## src/core_irq_pkg.sv

```systemverilog
package core_irq_pkg;

   // register indices; byte address is four times the index
   localparam logic [9:0]  IDX_CTRL_BANK0 = 10'h00b;
   localparam logic [9:0]  IDX_CTRL_BANK1 = 10'h08b;
   localparam logic [9:0]  IDX_CTRL_BANK2 = 10'h10b;
   localparam logic [9:0]  IDX_CTRL_BANK3 = 10'h18b;
   localparam logic [9:0]  IDX_EVT_STATUS = 10'h1c0;
   localparam logic [9:0]  IDX_EVT_CLEAR  = 10'h1c1;
   localparam logic [9:0]  IDX_EVT_ENABLE = 10'h1c2;

   localparam logic [11:0] ADDR_CTRL_BANK0 = {IDX_CTRL_BANK0, 2'h0};
   localparam logic [11:0] ADDR_CTRL_BANK1 = {IDX_CTRL_BANK1, 2'h0};
   localparam logic [11:0] ADDR_CTRL_BANK2 = {IDX_CTRL_BANK2, 2'h0};
   localparam logic [11:0] ADDR_CTRL_BANK3 = {IDX_CTRL_BANK3, 2'h0};
   localparam logic [11:0] ADDR_EVT_STATUS = {IDX_EVT_STATUS, 2'h0};
   localparam logic [11:0] ADDR_EVT_CLEAR  = {IDX_EVT_CLEAR, 2'h0};
   localparam logic [11:0] ADDR_EVT_ENABLE = {IDX_EVT_ENABLE, 2'h0};

   // interrupt_control field positions
   localparam int unsigned GLOBAL_EN_BIT  = 7;
   localparam int unsigned PERIPH_EN_BIT  = 6;
   localparam int unsigned TIMER0_EN_BIT  = 5;
   localparam int unsigned EDGE_EN_BIT    = 4;
   localparam int unsigned PORTB_EN_BIT   = 3;
   localparam int unsigned TIMER0_FLG_BIT = 2;
   localparam int unsigned EDGE_FLG_BIT   = 1;
   localparam int unsigned PORTB_FLG_BIT  = 0;
   localparam int unsigned NUM_SRC        = 3;

   localparam logic [7:0]  CTRL_RESET     = 8'h00;
   localparam logic [2:0]  EVT_EN_RESET   = 3'h0;

   localparam logic [2:0]  HSIZE_WORD     = 3'h2;
   localparam logic        HRESP_OKAY     = 1'h0;
   localparam int unsigned ADDR_W_MIN     = 12;

endpackage

```

## src/core_interrupt_control_reg.sv

```systemverilog
`timescale 1ns/100ps
module core_interrupt_control_reg
   import core_irq_pkg::*;
#(
   parameter int unsigned ADDR_W = 12
) (
   input  wire logic        hclk,             // system clock
   input  wire logic        hresetn,          // async reset, low
   input  wire logic        hsel,             // slave select
   input  wire logic [31:0] haddr,            // byte address
   input  wire logic [1:0]  htrans,           // transfer type
   input  wire logic        hwrite,           // write when high
   input  wire logic [2:0]  hsize,            // transfer size
   input  wire logic        hready,           // bus ready in
   input  wire logic [31:0] hwdata,           // write data
   output logic [31:0]      hrdata,           // read data
   output logic             hreadyout,        // slave ready
   output logic             hresp,            // always okay
   input  wire logic        timer0_overflow,  // overflow pulse
   input  wire logic        portb_mismatch,   // change level
   input  wire logic        external_edge_pin,// edge pin level
   input  wire logic        edge_rising_sel,  // edge polarity
   input  wire logic        periph_irq_pend,  // group pending
   output logic             core_irq_req,     // to core
   output logic             irq               // event summary
);

   // decode needs every bank alias bit, bus gives 32
   if (ADDR_W < ADDR_W_MIN || ADDR_W > 32) begin : g_bad_addr_w
      $error("ADDR_W out of range");
   end

   function automatic logic addr_is(input logic [ADDR_W-1:0] a,
                                    input logic [11:0] r);
      return a == ADDR_W'(r);
   endfunction

   function automatic logic is_ctrl(input logic [ADDR_W-1:0] a);
      return addr_is(a, ADDR_CTRL_BANK0) | addr_is(a, ADDR_CTRL_BANK1) |
             addr_is(a, ADDR_CTRL_BANK2) | addr_is(a, ADDR_CTRL_BANK3);
   endfunction

   logic [ADDR_W-1:0] addr_q;
   logic              wr_pend_q;
   logic              rd_pend_q;
   logic [31:0]       hrdata_q;
   logic [4:0]        ctrl_en_q;
   logic [2:0]        evt_en_q;
   logic [2:0]        flags;
   logic [2:0]        evt_stat;
   logic [2:0]        src_evt;
   logic              edge_pulse;
   logic              addr_phase;
   logic              wr_ctrl;
   logic              wr_clr;
   logic              wr_evt_en;
   logic              rd_ctrl;
   logic              rd_stat;
   logic              rd_evt_en;
   logic [7:0]        ctrl_word;
   logic [31:0]       rd_word;
   logic              global_irq_enable;
   logic              peripheral_irq_enable;

   // bus handshake
   assign addr_phase = hsel & htrans[1] & hready;
   assign hreadyout  = ~rd_pend_q;
   assign hresp      = HRESP_OKAY;
   assign hrdata     = hrdata_q;

   assign wr_ctrl   = wr_pend_q & is_ctrl(addr_q);
   assign rd_ctrl   = is_ctrl(addr_q);
   assign wr_clr    = wr_pend_q & addr_is(addr_q, ADDR_EVT_CLEAR);
   assign wr_evt_en = wr_pend_q & addr_is(addr_q, ADDR_EVT_ENABLE);
   assign rd_stat   = addr_is(addr_q, ADDR_EVT_STATUS);
   assign rd_evt_en = addr_is(addr_q, ADDR_EVT_ENABLE);

   always_ff @(posedge hclk or negedge hresetn) begin
      if (!hresetn) begin
         addr_q    <= '0;
         wr_pend_q <= 1'b0;
         rd_pend_q <= 1'b0;
      end else begin
         wr_pend_q <= addr_phase & hwrite & (hsize == HSIZE_WORD);
         rd_pend_q <= addr_phase & ~hwrite;
         if (addr_phase) begin
            addr_q <= haddr[ADDR_W-1:0];
         end
      end
   end

   // read data loaded during the wait cycle
   always_ff @(posedge hclk or negedge hresetn) begin
      if (!hresetn) begin
         hrdata_q <= 32'h0;
      end else if (rd_pend_q) begin
         hrdata_q <= rd_word;
      end
   end

   always_ff @(posedge hclk or negedge hresetn) begin
      if (!hresetn) begin
         ctrl_en_q <= CTRL_RESET[GLOBAL_EN_BIT:PORTB_EN_BIT];
         evt_en_q  <= EVT_EN_RESET;
      end else begin
         if (wr_ctrl) begin
            ctrl_en_q <= hwdata[GLOBAL_EN_BIT:PORTB_EN_BIT];
         end
         if (wr_evt_en) begin
            evt_en_q <= hwdata[NUM_SRC-1:0];
         end
      end
   end

   pin_edge_detect u_edge (
      .hclk       (hclk),
      .hresetn    (hresetn),
      .pin        (external_edge_pin),
      .rising_sel (edge_rising_sel),
      .edge_pulse (edge_pulse)
   );

   assign src_evt[TIMER0_FLG_BIT] = timer0_overflow;
   assign src_evt[EDGE_FLG_BIT]   = edge_pulse;
   assign src_evt[PORTB_FLG_BIT]  = portb_mismatch;

   for (genvar i = 0; i < NUM_SRC; i++) begin : g_src
      sticky_flag_cell u_flag (
         .hclk    (hclk),
         .hresetn (hresetn),
         .set     (src_evt[i]),
         .wr_en   (wr_ctrl),
         .wr_val  (hwdata[i]),
         .q       (flags[i])
      );
      // sticky event status, write one clears
      sticky_flag_cell u_stat (
         .hclk    (hclk),
         .hresetn (hresetn),
         .set     (src_evt[i]),
         .wr_en   (wr_clr & hwdata[i]),
         .wr_val  (1'b0),
         .q       (evt_stat[i])
      );
   end

   assign ctrl_word = {ctrl_en_q, flags};
   assign global_irq_enable     = ctrl_en_q[GLOBAL_EN_BIT - PORTB_EN_BIT];
   assign peripheral_irq_enable = ctrl_en_q[PERIPH_EN_BIT - PORTB_EN_BIT];

   assign rd_word = rd_ctrl   ? {24'h0, ctrl_word} :
                    rd_stat   ? {29'h0, evt_stat}  :
                    rd_evt_en ? {29'h0, evt_en_q}  : 32'h0;

   assign core_irq_req = global_irq_enable & (
      (ctrl_word[TIMER0_EN_BIT] & ctrl_word[TIMER0_FLG_BIT]) |
      (ctrl_word[EDGE_EN_BIT]   & ctrl_word[EDGE_FLG_BIT])   |
      (ctrl_word[PORTB_EN_BIT]  & ctrl_word[PORTB_FLG_BIT])  |
      (peripheral_irq_enable & periph_irq_pend));

   assign irq = |(evt_stat & evt_en_q);

endmodule

```

## src/pin_edge_detect.sv

```systemverilog
`timescale 1ns/100ps
module pin_edge_detect (
   input  wire logic hclk,       // system clock
   input  wire logic hresetn,    // async reset, low
   input  wire logic pin,        // sampled pin level
   input  wire logic rising_sel, // 1 rising, 0 falling
   output logic      edge_pulse  // one-cycle pulse
);
   logic prev_q;
   logic armed_q;
   logic rise;
   logic fall;

   assign rise       = pin & ~prev_q;
   assign fall       = ~pin & prev_q;
   // no edge until a first sample is held
   assign edge_pulse = armed_q & (rising_sel ? rise : fall);

   always_ff @(posedge hclk or negedge hresetn) begin
      if (!hresetn) begin
         prev_q  <= 1'b0;
         armed_q <= 1'b0;
      end else begin
         prev_q  <= pin;
         armed_q <= 1'b1;
      end
   end
endmodule

```

## src/sticky_flag_cell.sv

```systemverilog
`timescale 1ns/100ps
module sticky_flag_cell (
   input  wire logic hclk,    // system clock
   input  wire logic hresetn, // async reset, low
   input  wire logic set,     // hardware event
   input  wire logic wr_en,   // software write
   input  wire logic wr_val,  // value written
   output logic      q        // flag state
);
   logic q_d;

   // event beats a simultaneous write
   assign q_d = set ? 1'b1 : (wr_en ? wr_val : q);

   always_ff @(posedge hclk or negedge hresetn) begin
      if (!hresetn) begin
         q <= 1'b0;
      end else begin
         q <= q_d;
      end
   end
endmodule

```

## config.mk

```make
export PLATFORM = sky130hd
export DESIGN_NAME = core_interrupt_control_reg
export DESIGN_NICKNAME = d
export VERILOG_FILES = /design/src/core_irq_pkg.sv /design/src/core_interrupt_control_reg.sv /design/src/pin_edge_detect.sv /design/src/sticky_flag_cell.sv
export SDC_FILE = /design/constraint.sdc
export NUM_CORES = 1
export LEC_CHECK = 0
export BUFFER_PORTS_ARGS = -buffer_cell sky130_fd_sc_hd__buf_2
export CAP_MARGIN = 20
export CORE_UTILIZATION = 25
export DETAILED_ROUTE_END_ITERATION = 10
export GPL_TIMING_DRIVEN = 0
export HOLD_SLACK_MARGIN = 0.02
export PLACE_DENSITY = 0.56
export SETUP_SLACK_MARGIN = 0.4
export SYNTH_ARGS = -nofsm -noshare
export SYNTH_HDL_FRONTEND = slang
export SYNTH_SLANG_ARGS = --single-unit
```

## constraint.sdc

```tcl
create_clock -name hclk -period 4.43 [get_ports hclk]
set_clock_uncertainty 0.05 [all_clocks]
set_input_delay 0.443 -clock hclk [delete_from_list [all_inputs] [get_ports hclk]]
set_output_delay 0.443 -clock hclk [all_outputs]
set_load 0.02 [all_outputs]
```

==> impl_metrics.tcl <==
set metrics [dict create \
    rr_worst_depth 4 \
    viasPerCell 3.88 \
    die_area_mm2 0.00755 \
    portBuffers 44 \
    reg2reg_to "hrdata[1]$_DFFE_PN0P_" \
    wl_mm 3.55 \
    cts_buffers 5 \
    rows 30 \
    io_pins 115 \
    cts_setup_buffers 0 \
    setup_viol 0 \
    outcome "finished clean" \
    grt_use_total 0.0998 \
    tns_ns 0 \
    drive_gt1_frac 0.484 \
    p_leak_nw 1.16 \
    yosysWarnings 0 \
    power_frac_comb 0.146 \
    nets 299 \
    netlist_top_cells_area "dfrtp_1, mux2_2, buf_4" \
    clk_pin_slew_worst_paths_ns 0.07 \
    slew-limit-headroom 0.440 \
    cts_tree "built" \
    peakVddDrop_mv 0.187 \
    grt_overflow_total 0 \
    period_needed_ns 1.78 \
    rrSetupSlack_ns 2.69 \
    grt_setup_unrepaired "no" \
    drv_cap 0 \
    power.density_mw_per_mm2 339 \
    antenna_left 0 \
    synth_seq_cells 38 \
    period_share 0.403 \
    final_hold_viol_count 0 \
    syn-instance-count 145 \
    grt_pass1_wl_mm 5.55 \
    holdCritPathClass "in -> async" \
    grt_max_degree 39 \
    core_area_mm2 0.00687 \
    h-tree-depth 2 \
    detailed_place_hpwl_mm 2.71 \
    areaGrowthSynthToFinish_pct 29.9 \
    final_core_util 0.341 \
    antenna_cells 0 \
    clk_latency_ns 0.29 \
    root_buffer "clkbuf_8" \
    ys_types 31 \
    antenna_found_initial 0 \
    p_switching_w 0.000199 \
    place_inst 309 \
    initial_core_util 0.262 \
    r2r_start "addr_q[0]$_DFFE_PN0P_" \
    synth-main-ff-cell "dfrtp_1" \
    die_x_um 86.9 \
    cts_sinks 38 \
    internal_power_w 0.000596 \
    drt_first_pass_iters 4 \
    drcViolationCount 0 \
    fmax_mhz 561 \
    vias 1231 \
    synth-edff-count 0 \
    routedWlPerCell_um 11.2 \
    synth_top_cell_area_share 0.528 \
    p_sw_frac 0.250 \
    globalplace.congestion 0.692 \
    cts.repair.resized 0 \
    crit_path_max_fanout 3 \
    crit_path_end_kind "output port" \
    crit_arrival_ns 1.29 \
    async_flop_share 1.00 \
    cts-hold-fix-buffers 0 \
    syn_avg_cell_area_um2 12.4 \
    fillers 727 \
    synth_seq_area_share 0.528 \
    cp-start-kind "flop" \
    synth_top_area_cell "dfrtp_1" \
    yosysMostFrequentCell "dfrtp_1" \
    fp.dieH_um 86.9 \
    clock_tree.buffer_depth 2 \
    drt-initial-drc-count 47 \
    instances_no_fill 317 \
    crit_end "irq" \
    synth.cell_area_mm2 0.00180 \
    required_ns 3.94 \
    tightest_slew_ns 0.841 \
    drv_slew 0 \
    yosys-top-cells-count "dfrtp_1, buf_4, mux2_2, nor2_1, nand2_1" \
    path_class "reg -> out" \
    grt_pass1_vias 1140 \
    pwr-share-clk 0.362 \
    critPathLaunch "g_src[0].u_stat.q$_DFFE_PN0P_" \
    seqPwrFrac 0.492 \
]
worst min path at each step:
stage | from | endpoint | cells past startpoint
2_1_floorplan | hresetn | addr_q[0]$_DFFE_PN0P_ | 0
3_3_place_gp | addr_q[10]$_DFFE_PN0P_ | addr_q[10]$_DFFE_PN0P_ | 1
3_5_place_dp | addr_q[10]$_DFFE_PN0P_ | addr_q[10]$_DFFE_PN0P_ | 1
4_1_cts | external_edge_pin | u_edge.prev_q$_DFF_PN0_ | 1
5_1_grt | external_edge_pin | u_edge.prev_q$_DFF_PN0_ | 1
6_report | hresetn | u_edge.prev_q$_DFF_PN0_ | 1
per-stage QoR:
step                      setup WS (ns)  power [W]  hold slack [ns]  area [um^2]
after floorplan                    2.90   0.000478           0.0974         1890
after global placement             2.68   0.000513            0.436         2230
after detailed placement           2.66   0.000515            0.443         2230
after CTS                          2.64   0.000808            0.222         2340
after global routing               2.50   0.000836            0.231         2340
final                              2.65   0.000795            0.205         2340
cells by family after synthesis:
group	after synthesis	share of synthesized area
compound gates	18	0.0826
other cells	2	0.00417
simple gates	34	0.123
buf+inv	30	0.121
flops	38	0.528
mux	23	0.142
power groups by stage:
stage / combinational [W] / clock (W) / sequential (W)
final: 0.000116 / 0.000288 / 0.000391
after global routing: 0.000128 / 0.000314 / 0.000394
after CTS: 0.000117 / 0.000300 / 0.000391
after detailed placement: 0.000117 / 0 / 0.000398
after global placement: 0.000115 / 0 / 0.000397
after floorplan: 0.0000845 / 0 / 0.000394
final cells by class:
class | count | area, um^2 | share of cell area
clock buffers | 5 | 68.8 | 0.0294
inverters | 2 | 7.51 | 0.00321
well taps | 96 | 120 | 0.0513
multi-input cells | 101 | 723 | 0.309
plain buffers | 28 | 210 | 0.0898
repair buffers | 44 | 220 | 0.0941
clock inverters | 3 | 40.0 | 0.0171
flip-flops and latches | 38 | 951 | 0.406
state kept, by name, summed over array words and instances (netlist names):
register and cells:
u_edge.armed_q 1, evt_en_q 3, addr_q 12, g_src.u_flag.q 3
rd_pend_q 1, hrdata 8, ctrl_en_q 5, u_edge.prev_q 1
wr_pend_q 1, g_src.u_stat.q 3
per-layer routing:
metal  global-route usage  vias to the layer above  routed length [um]
li1                     -                      617                   -
met1                0.132                      558                1660
met2                0.145                       51                1560
met3               0.0360                        5                 277
met4               0.0455                        0                  55
met5                    0                        -                   0
worst max-delay path, cell delays in order, from the launching register on:
cell	delay, ns
dfrtp_1	0.40
a222oi_1	0.37
inv_1	0.07
buf_2	0.16
cells in the final DEF (no fill, tap or decap):
master / instances
buf_4: 25
a21boi_0: 1
a21oi_1: 3
buf_2: 45
clkinv_1: 1
nor4_4: 2
and4b_1: 2
nor3_1: 4
nand3_1: 3
nor2b_1: 1
nand4b_1: 1
a222oi_1: 1
inv_1: 1
a221o_1: 3
mux2_2: 20
bufinv_16: 1
a22o_2: 4
nand2_2: 1
mux2i_1: 3
and4_2: 1
clkbuf_1: 1
nand2_1: 6
a22o_1: 1
dfrtp_1: 38
conb_1: 26
nand4_1: 1
clkinv_2: 2
a21o_1: 3
nor3b_1: 1
clkbuf_8: 6
nor2_1: 9
nand4bb_1: 2
a22oi_1: 2
Power figures use the tool's default switching activity.
